**config.mk**
```make
export PLATFORM = sky130hd
export DESIGN_NAME = wsr_watchdog
export DESIGN_NICKNAME = d
export VERILOG_FILES = /design/src/verilog/wsr_pkg.sv /design/src/verilog/wsr_watchdog.sv
export SDC_FILE = /design/constraint.sdc
export NUM_CORES = 1
export LEC_CHECK = 0
export BUFFER_PORTS_ARGS = -buffer_cell sky130_fd_sc_hd__buf_2
export CORE_MARGIN = 5
export CORE_UTILIZATION = 50
export CTS_CLUSTER_SIZE = 24
export DETAILED_ROUTE_END_ITERATION = 8
export GPL_TIMING_DRIVEN = 0
export PLACE_DENSITY = 0.76
export SETUP_SLACK_MARGIN = 0.1
export SLEW_MARGIN = 30
export SYNTH_ARGS = -nofsm -noshare
export SYNTH_HDL_FRONTEND = slang
export SYNTH_SLANG_ARGS = --single-unit
```
**constraint.sdc**
```tcl
create_clock -name sys_clk -period 8.3 [get_ports sys_clk]
set_input_delay 2.075 -clock sys_clk [delete_from_list [all_inputs] [get_ports sys_clk]]
set_output_delay 2.075 -clock sys_clk [all_outputs]
set_load 0.005 [all_outputs]
```
**src/verilog/wsr_pkg.sv**
```systemverilog
`default_nettype none
package wsr_pkg;
    localparam int unsigned SYS_CLK_MHZ = 250;
    // Internal RC oscillator step, modelled as a divider of the system clock
    localparam int unsigned RC_STEP_NS = 1000;
    localparam int unsigned RC_STEP_CYCLES = RC_STEP_NS * SYS_CLK_MHZ / 1000;
    localparam int unsigned WDT_PERIOD_US = 18_000;
    localparam int unsigned WDT_PERIOD_STEPS = WDT_PERIOD_US * 1000 / RC_STEP_NS;
    localparam int unsigned HOLD_PERIOD_US = 18_000;
    localparam int unsigned HOLD_PERIOD_STEPS = HOLD_PERIOD_US * 1000 / RC_STEP_NS;
    localparam int unsigned CNT_W = 24;
    localparam int unsigned QCLK_DIV_W = 2;

    localparam logic [3:0] ADDR_OPTION = 4'h0;
    localparam logic [3:0] ADDR_STATUS = 4'h4;
    localparam logic [3:0] ADDR_FUSE = 4'h8;

    localparam int unsigned OPT_RATIO_LSB = 0;
    localparam int unsigned OPT_ASSIGN_BIT = 3;
    localparam logic [3:0] OPTION_RST = 4'hF;
    localparam int unsigned STAT_PWRDN_BIT = 3;
    localparam int unsigned STAT_TMO_BIT = 4;
    localparam int unsigned STAT_SLEEP_BIT = 0;

    localparam int unsigned FUSE_OSC_LSB = 0;
    localparam int unsigned FUSE_WDTE_BIT = 2;
    localparam int unsigned FUSE_CP_BIT = 3;
    localparam logic [3:0] FUSE_ERASED = 4'hF;
    localparam logic [1:0] OSC_RC = 2'h3;
    localparam logic [15:0] ID_ERASED = 16'hFFFF;
    localparam logic [10:0] CP_FREE_TOP = 11'h03F;
    localparam logic [15:0] PROTECTED_READ = 16'h0000;

    typedef enum logic [1:0] {
        SPACE_MEM = 2'b00,
        SPACE_ID = 2'b01,
        SPACE_FUSE = 2'b10
    } wsr_space_t;

    typedef enum logic [1:0] {
        ST_RUN = 2'b00,
        ST_SLEEP = 2'b01,
        ST_CLEAR = 2'b10,
        ST_START = 2'b11
    } wsr_state_t;
endpackage
`default_nettype wire

```
**src/verilog/wsr_watchdog.sv**
```systemverilog
`default_nettype none
module wsr_watchdog #(
    parameter int unsigned RC_DIV = wsr_pkg::RC_STEP_CYCLES,
    parameter int unsigned WDT_TICKS = wsr_pkg::WDT_PERIOD_STEPS,
    parameter int unsigned HOLD_TICKS = wsr_pkg::HOLD_PERIOD_STEPS,
    parameter int unsigned IO_W = 8,
    parameter bit SMALL_VARIANT = 1'b1,
    parameter bit WINDOWED = 1'b1
) (
    input wire logic sys_clk,
    input wire logic reset,
    input wire logic [3:0] avs_address,
    input wire logic avs_read,
    input wire logic avs_write,
    input wire logic [31:0] avs_writedata,
    output logic [31:0] avs_readdata,
    output logic avs_waitrequest,
    input wire logic watchdog_clear_cmd,
    input wire logic sleep_cmd,
    input wire logic master_clear_in,
    input wire logic [IO_W-1:0] core_io_out,
    input wire logic [IO_W-1:0] core_io_oe,
    output logic [IO_W-1:0] io_out,
    output logic [IO_W-1:0] io_oe,
    output logic device_reset,
    output logic main_osc_enable,
    output logic quarter_clock_out,
    output logic timeout_flag,
    output logic powerdown_flag,
    input wire logic prog_write,
    input wire logic prog_read,
    input wire logic [1:0] prog_space,
    input wire logic [10:0] prog_addr,
    input wire logic [15:0] prog_wdata,
    input wire logic [15:0] mem_rdata,
    output logic mem_write_en,
    output logic prog_ack,
    output logic prog_nak,
    output logic prog_rvalid,
    output logic [15:0] prog_rdata
);
    localparam int unsigned CW = wsr_pkg::CNT_W;
    localparam logic [CW-1:0] WDT_LAST = CW'(WDT_TICKS - 1);
    localparam logic [CW-1:0] WDT_HALF = CW'(WDT_TICKS / 2);
    localparam logic [CW-1:0] HOLD_LAST = CW'(HOLD_TICKS - 1);
    localparam logic [15:0] RC_LAST = 16'(RC_DIV - 1);

    if (WDT_TICKS < 2 || HOLD_TICKS < 1 || WDT_TICKS >= (1 << CW) || HOLD_TICKS >= (1 << CW)
        || RC_DIV < 1 || RC_DIV > 65536 || IO_W < 1) begin : g_bad
        $error("wsr_watchdog: parameter out of range");
    end

    wsr_pkg::wsr_state_t state;
    logic pin_meta;
    logic pin_sync;
    logic [15:0] rc_div;
    logic rc_tick;
    logic [6:0] pre_cnt;
    logic [CW-1:0] wdt_cnt;
    logic [CW-1:0] hold_cnt;
    logic [3:0] option;
    logic [3:0] fuse;
    logic [15:0] user_id;
    logic [wsr_pkg::QCLK_DIV_W-1:0] qclk_div;
    logic ack;

    logic wdt_en;
    logic code_prot;
    logic psa;
    logic [6:0] pre_last;
    logic wdt_step;
    logic active;
    logic cmd_clr;
    logic cmd_sleep;
    logic late_cmd;
    logic timeout;
    logic fire;
    logic pin_low;
    logic hold_done;
    logic wr_ok;
    logic [3:0] fuse_mask;

    assign wdt_en = fuse[wsr_pkg::FUSE_WDTE_BIT];
    assign code_prot = !fuse[wsr_pkg::FUSE_CP_BIT];
    assign psa = option[wsr_pkg::OPT_ASSIGN_BIT];
    assign pre_last = 7'((8'h01 << option[wsr_pkg::OPT_RATIO_LSB +: 3]) - 8'h01);
    assign pin_low = !pin_sync;
    assign active = (state == wsr_pkg::ST_RUN) && !pin_low;
    assign cmd_clr = active && watchdog_clear_cmd && !sleep_cmd;
    assign cmd_sleep = active && sleep_cmd;
    assign wdt_step = rc_tick && (!psa || pre_cnt == pre_last);
    // Clear and step in one cycle: the clear masks the timeout; with SMALL_VARIANT and no prescaler late_cmd still fires
    assign timeout = wdt_en && wdt_step && (wdt_cnt == WDT_LAST) && !cmd_clr && !cmd_sleep
        && !pin_low && (state == wsr_pkg::ST_RUN || state == wsr_pkg::ST_SLEEP);
    assign late_cmd = SMALL_VARIANT && wdt_en && !psa && (cmd_clr || cmd_sleep)
        && (wdt_cnt >= WDT_HALF);
    assign fire = timeout || late_cmd;
    assign hold_done = rc_tick && (hold_cnt == HOLD_LAST);
    assign device_reset = (state == wsr_pkg::ST_CLEAR) || (state == wsr_pkg::ST_START);
    assign main_osc_enable = (state != wsr_pkg::ST_SLEEP);
    assign avs_waitrequest = (avs_read || avs_write) && !ack;

    // Master clear is an asynchronous pin
    always_ff @(posedge sys_clk) begin
        if (reset) begin
            pin_meta <= 1'b1;
            pin_sync <= 1'b1;
        end else begin
            pin_meta <= master_clear_in;
            pin_sync <= pin_meta;
        end
    end

    // Free-running RC step, never stopped by sleep or device reset
    always_ff @(posedge sys_clk) begin
        if (reset) begin
            rc_div <= 16'h0000;
            rc_tick <= 1'b0;
        end else begin
            rc_tick <= (rc_div == RC_LAST);
            rc_div <= (rc_div == RC_LAST) ? 16'h0000 : rc_div + 16'h0001;
        end
    end

    always_ff @(posedge sys_clk) begin
        if (reset) begin
            state <= wsr_pkg::ST_START;
        end else if (pin_low) begin
            state <= wsr_pkg::ST_CLEAR;
        end else begin
            unique case (state)
                wsr_pkg::ST_RUN: begin
                    if (fire) begin
                        state <= wsr_pkg::ST_START;
                    end else if (cmd_sleep) begin
                        state <= wsr_pkg::ST_SLEEP;
                    end
                end
                wsr_pkg::ST_SLEEP: begin
                    if (fire) begin
                        state <= wsr_pkg::ST_START;
                    end
                end
                wsr_pkg::ST_CLEAR: begin
                    state <= wsr_pkg::ST_START;
                end
                wsr_pkg::ST_START: begin
                    if (hold_done) begin
                        state <= wsr_pkg::ST_RUN;
                    end
                end
            endcase
        end
    end

    always_ff @(posedge sys_clk) begin
        if (reset || state != wsr_pkg::ST_START || pin_low) begin
            hold_cnt <= '0;
        end else if (rc_tick) begin
            hold_cnt <= hold_done ? '0 : hold_cnt + CW'(1);
        end
    end

    // Counter keeps running through sleep; held at zero while disabled or in reset
    always_ff @(posedge sys_clk) begin
        if (reset || !wdt_en || device_reset || fire) begin
            wdt_cnt <= '0;
            pre_cnt <= 7'h00;
        end else if (cmd_clr || cmd_sleep) begin
            wdt_cnt <= '0;
            if (psa) begin
                pre_cnt <= 7'h00;
            end
        end else if (rc_tick) begin
            if (psa) begin
                pre_cnt <= (pre_cnt == pre_last) ? 7'h00 : pre_cnt + 7'h01;
            end
            if (wdt_step) begin
                wdt_cnt <= wdt_cnt + CW'(1);
            end
        end
    end

    // Fire (timeout or late command) beats a command in the same cycle, so the cause is never lost
    always_ff @(posedge sys_clk) begin
        if (reset) begin
            timeout_flag <= 1'b1;
            powerdown_flag <= 1'b1;
        end else if (fire) begin
            timeout_flag <= 1'b0;
        end else if (cmd_sleep) begin
            timeout_flag <= 1'b1;
            powerdown_flag <= 1'b0;
        end else if (cmd_clr) begin
            timeout_flag <= 1'b1;
            powerdown_flag <= 1'b1;
        end
    end

    always_ff @(posedge sys_clk) begin
        if (reset) begin
            io_out <= '0;
            io_oe <= '0;
        end else if (state != wsr_pkg::ST_SLEEP) begin
            io_out <= core_io_out;
            io_oe <= core_io_oe;
        end
    end

    always_ff @(posedge sys_clk) begin
        if (reset || !main_osc_enable) begin
            qclk_div <= '0;
            quarter_clock_out <= 1'b0;
        end else begin
            qclk_div <= qclk_div + 2'(1);
            quarter_clock_out <= (fuse[wsr_pkg::FUSE_OSC_LSB +: 2] == wsr_pkg::OSC_RC)
                && qclk_div[1];
        end
    end

    // One wait cycle, then the answer; unmapped reads return zero, writes are dropped
    always_ff @(posedge sys_clk) begin
        if (reset) begin
            ack <= 1'b0;
            option <= wsr_pkg::OPTION_RST;
            avs_readdata <= 32'h0000_0000;
        end else begin
            ack <= (avs_read || avs_write) && !ack;
            if (avs_write && !ack && avs_address == wsr_pkg::ADDR_OPTION) begin
                option <= avs_writedata[3:0];
            end
            if (avs_read && !ack) begin
                avs_readdata <= 32'h0000_0000;
                unique case (avs_address)
                    wsr_pkg::ADDR_OPTION: avs_readdata[3:0] <= option;
                    wsr_pkg::ADDR_STATUS: begin
                        avs_readdata[wsr_pkg::STAT_TMO_BIT] <= timeout_flag;
                        avs_readdata[wsr_pkg::STAT_PWRDN_BIT] <= powerdown_flag;
                        avs_readdata[wsr_pkg::STAT_SLEEP_BIT] <= !main_osc_enable;
                    end
                    wsr_pkg::ADDR_FUSE: avs_readdata[3:0] <= fuse;
                    default: avs_readdata <= 32'h0000_0000;
                endcase
            end
        end
    end

    // Fuses under protection: watchdog and protect fuse writable, oscillator pair only if windowed
    assign fuse_mask = code_prot ? {2'b11, WINDOWED ? 2'b11 : 2'b00} : 4'hF;
    always_comb begin
        wr_ok = 1'b1;
        if (prog_space == wsr_pkg::SPACE_MEM) begin
            wr_ok = !code_prot || (prog_addr <= wsr_pkg::CP_FREE_TOP);
        end else if (prog_space != wsr_pkg::SPACE_ID && prog_space != wsr_pkg::SPACE_FUSE) begin
            wr_ok = 1'b0;
        end
    end

    // One-time cells: programming only turns ones into zeros
    always_ff @(posedge sys_clk) begin
        if (reset) begin
            fuse <= wsr_pkg::FUSE_ERASED;
            user_id <= wsr_pkg::ID_ERASED;
            mem_write_en <= 1'b0;
            prog_ack <= 1'b0;
            prog_nak <= 1'b0;
            prog_rvalid <= 1'b0;
            prog_rdata <= 16'h0000;
        end else begin
            mem_write_en <= prog_write && wr_ok && prog_space == wsr_pkg::SPACE_MEM;
            prog_ack <= prog_write && wr_ok;
            prog_nak <= prog_write && !wr_ok;
            prog_rvalid <= prog_read && !prog_write;
            if (prog_write && wr_ok && prog_space == wsr_pkg::SPACE_ID) begin
                user_id <= user_id & prog_wdata;
            end
            if (prog_write && wr_ok && prog_space == wsr_pkg::SPACE_FUSE) begin
                fuse <= fuse & (prog_wdata[3:0] | ~fuse_mask);
            end
            if (prog_read && !prog_write) begin
                unique case (prog_space)
                    wsr_pkg::SPACE_ID: prog_rdata <= user_id;
                    wsr_pkg::SPACE_FUSE: prog_rdata <= {12'h000, fuse};
                    wsr_pkg::SPACE_MEM: prog_rdata <= code_prot ? wsr_pkg::PROTECTED_READ
                        : mem_rdata;
                    default: prog_rdata <= 16'h0000;
                endcase
            end
        end
    end
endmodule
`default_nettype wire

```
; ---- After elaboration in Yosys (flattened, before gate mapping)
; Index checks and enable logic that the tools add are counted.
[totals]
ram_bits = 0
n_memories = 0
latchBits = 0
reg_bits = 147
wordCells = 148
inputBits = 106
out_inout_bits = 74
romBits = 0
[classes]
mul = 0
shift = 1
n_bitwise = 4
n_mux = 24
n_reduce_logical = 64
order_cmp = 2
eq_ne = 22
n_div = 0
add_sub_neg = 6
[op_table]
columns = op, count
row1 = adder 24 x 1 -> 24 bit (second input constant), 2
row2 = equality test 24 x 15 -> 1 bit (second input constant), 2
row3 = one-hot mux 16 bit (3 select lines), 1
row4 = two-way mux 7 bit, 5
row5 = logical AND 1 bit, 27
row6 = greater-or-equal comparator 24 x 14 -> 1 bit (second input constant), 1
row7 = two-way mux 24 bit, 1
row8 = adder 16 x 1 -> 16 bit (second input constant), 1
row9 = bitwise AND 16 bit, 1
row10 = equality test 16 x 8 -> 1 bit (second input constant), 1
row11 = two-way mux 16 bit, 1
row12 = logical OR 1 bit, 13
row13 = <= comparator 11 x 6 -> 1 bit (second input constant), 1
row14 = logical NOT 1 bit, 10
row15 = != test 3 bit (second input constant), 3
row16 = equality test 2 bit (second input constant), 4
row17 = two-way mux 1 bit, 8
row18 = two-way mux 2 bit, 4
row19 = != test 2 bit (second input constant), 4
row20 = one-hot mux 2 bit (4 select lines), 1
row21 = adder 7 x 1 -> 7 bit (second input constant), 1
row22 = equality test 7 bit, 1
row23 = << shifter 1 x 3 -> 7 bit (first input constant), 1
row24 = subtractor 7 x 1 -> 7 bit (second input constant), 1
row25 = 17 further kinds, 28

; ---- Logic depth before layout (Yosys ltp)
[depth]
depth_word = 15
ltp_mapped = 13

; ---- Worst setup path before layout
; Ideal clock, no wire load.
[synth_timing]
path_type = input -> output
startpoint = input port avs_write
endpoint = output port avs_waitrequest
slack_ns = 3.980
path_stages = 2
required_ns = 6.225
path_buffers = 0
arrival_time_ns = 2.245
path_cell_list = nor2_1 > nor2_1
[synth_via]
elab_chain_len = 2
[synth_lines]
columns = element, line
row1 = from (decl), wsr_watchdog.sv:14  ; input wire logic avs_write,
row2 = logical OR 1 bit, wsr_watchdog.sv:101  ; assign avs_waitrequest = (avs_read || avs_write) && !ack;
row3 = logical AND 1 bit, wsr_watchdog.sv:101
row4 = to (decl), wsr_watchdog.sv:17  ; output logic avs_waitrequest,
; Every way passes these cells.

; ---- Final worst setup path
; Ends and elaborated chain as after synthesis.

==> summary.md <==
| Metric | Value |
|---|---|
| Status | `finished, final reports clean` |
| Post-route ant nets | `0` |
| Synth cell count leaders | `dfxtp_1 (147), nor2_1 (137), nand2_1 (53)` |
| Pwr dens | `200 nW/um^2` |
| Crit path max fanout | `2` |
| GR met3 Demand/Resource | `0.0665` |
| Vias | `6017` |
| Via-to-Cell Ratio | `5.18` |
| Place WS | `3.74 ns` |
| Root Buffer | `clkbuf_16` |
| Area after DPL | `7820 um^2` |
| Final hold violations | `0` |
| Worst EP arrival | `2.48 ns` |
| Placed Cells incl. Taps | `1132` |
| Syn avg cell area | `8.54 um^2` |
| Routed WL | `15.8 mm` |
| Row count | `43` |
| Critical Path RT | `6.23 ns` |
| WL per Instance | `13.6 um` |
| Final slew viol count | `0` |
| PostCTS Resize Cnt | `0` |
| Die area | `16300 um^2` |
| Fmax | `220 MHz` |
| Fill count | `1231` |
| Hold WC Path Type | `flop to flop` |
| Yosys cell types | `61` |
| Initial DRC count | `396` |
| Total grt overflow | `0` |
| Post-layout net count | `1093` |
| Ratio of cells with drive above 1 in the final layout | `0.191` |
| Yosys reg bits | `147` |
| Max cap viols | `0` |
| Sequential fraction of the synthesis area | `0.426` |
| Met1 GRT Util | `0.244` |
| VDD IR max | `0.146 mV` |
| Post-detail-place hpwl | `11.6 mm` |
| Core area | `13700 um^2` |
| Total power | `1.68 mW` |
| Hold_ws | `0.426 ns` |
| Critical path class | `input pin to output pin` |
| Most frequent cell after synthesis | `dfxtp_1` |
| Largest net degree at the start of global routing | `17` |
| GRT Max-Usage Layer | `met2` |
| Total CTS buffers | `17` |
| Final WS setup | `3.75 ns` |
| Worst-margin pin slew | `0.818 ns` |
| Crit end category | `output pin` |
| Yosys warns | `0` |
| Post-route minimum period | `4.55 ns` |
| Skew final | `0.00622 ns` |
| Number of synthesized flops with an enable pin | `0` |
| Final Core Density | `0.614` |
| Final std cells w/o fill | `1162` |
| Syn-to-layout area delta | `22.0%` |
| Via count of the first global-routing pass | `5788` |
| Fin area | `8420 um^2` |
| CTS Sinks | `147` |
| Dominant cell type by area after synthesis | `dfxtp_1` |
| First-pass GRT wire length | `26.6 mm` |
| Sum of negative setup slack | `0 ns` |
| Later-pin clock latency in the skew report | `0.42 ns` |
| Critical Path Source Type | `input pin` |
| RePlAce Congestion | `0.824` |
| Iteration count of the initial detailed-routing pass | `5` |
| # hold bufs at CTS | `0` |
| Top-Level Pins | `180` |
| GRT Resource Usage Total | `0.199` |
| Met2 usage | `0.326` |
| Share of the synthesized area in the top cell type | `0.426` |
| Mapped cell area | `6910 um^2` |
| Final worst path period share | `0.548` |
| Initial Util | `0.504` |
| Setup Buffers After CTS | `0` |
| Initial antenna violation count | `0` |
| PortBufs | `117` |
| # H-tree levels | `4` |
| TritonCTS clock tree | `done` |
| P_leak | `3.50 nW` |
| Chip height | `128 um` |
| Inserted Diodes | `0` |
| # DRC | `0` |
| Final setup violating endpoints | `0` |
| RSZ-0062 raised after global routing | `false` |
| Ranking of synthesized cells by area | `dfxtp_1 (43%), nor2_1 (7.4%), xor2_1 (6.0%), mux2i_1 (3.3%), buf_4 (3.0%)` |
| Clock Path Buffers | `2` |
| Gate Count Post-Synth | `809` |
| Worst slew margin | `0.455` |
| Clock Pin Slew Worst Setup and Hold Paths | `0.06 ns` |
| Most common flop cell mapped by yosys | `dfxtp_1` |
| Die Wd | `128 um` |
| Post-synth ARST share | `0` |
==> worst paths after layout <==
kind                          startpoint                  endpoint  slack, ns  depth (start not counted)
setup / recovery               avs_write           avs_waitrequest       3.75                          4
hold / removal       pin_meta$_SDFF_PP1_       pin_sync$_SDFF_PP1_       0.43                          1
setup reg to reg  option[1]$_SDFFE_PP1P_  wdt_cnt[23]$_SDFFE_PP0P_       4.75                         11
hold reg to reg      pin_meta$_SDFF_PP1_       pin_sync$_SDFF_PP1_       0.43                          1
==> cells in the final DEF, fill, tap and decap left out, drive strengths merged, types with 4 or more instances in the layout <==
master  netlist  routed
a211o         5       5
a21oi        14      14
a22o         13      13
a22oi        15      15
a31oi         4       4
and2          8       8
and3         18      18
buf          35     152
bufinv        0       4
clkbuf       32      50
conb          1      27
dfxtp       147     147
ha           16      16
inv          20      23
mux2i        23      23
nand2        53      53
nand2b       27      27
nand3        36      36
nand4        18      18
nor2        137     137
nor2b         7       7
nor3         22      22
nor4         10      10
o211a         4       4
o211ai        5       5
o21ai        29      29
or2           5       5
xnor2        16      16
xor2         47      47
==> per-layer routing <==
layer / up-vias / wire length (um)
met2: 178 / 7300
met3: 19 / 1380
met4: 0 / 240
met5: - / 0
met1: 2766 / 6840
li1: 3054 / -
==> registers in the layout (all words and copies together), names as in the netlist, 2 cells and up <==
signal	cells
io_oe	8
fuse	4
io_out	8
user_id	16
prog_rdata	16
state	2
rc_div	16
wdt_cnt	24
pre_cnt	7
option	4
hold_cnt	24
avs_readdata	5
qclk_div	2
==> final cells by class <==
type                       count  area, um^2  area share
buffer                        67         360      0.0428
clock buffer                  18         429      0.0509
clock inverter                12         179      0.0212
inverter                      20        75.1     0.00891
multi-input combinational    601        3630       0.431
sequential                   147        2940       0.349
tap                          180         225      0.0267
timing repair buffer         117         586      0.0695
==> kinds of logic after synthesis <==
group	after synthesis	synth area share
AOI/OAI and AO/OA	110	0.113
and+or+nand+nor	362	0.255
DFF	147	0.426
adders and majority gates	16	0.0290
other	1	0.000543
xor gates and xnor gates	63	0.0799
muxes	23	0.0333
buffers and inverters	87	0.0630
==> critical path, cell delays in order <==
cell,delay [ns]
buf_2,0.10
nor2_1,0.13
nor2_1,0.05
buf_2,0.12
==> where the power goes <==
part	switching, mW	internal, mW
sequential	0.0121	0.726
clock	0.292	0.501
combinational	0.0824	0.0699
total	0.387	1.30
Power figures use the tool's default switching activity.
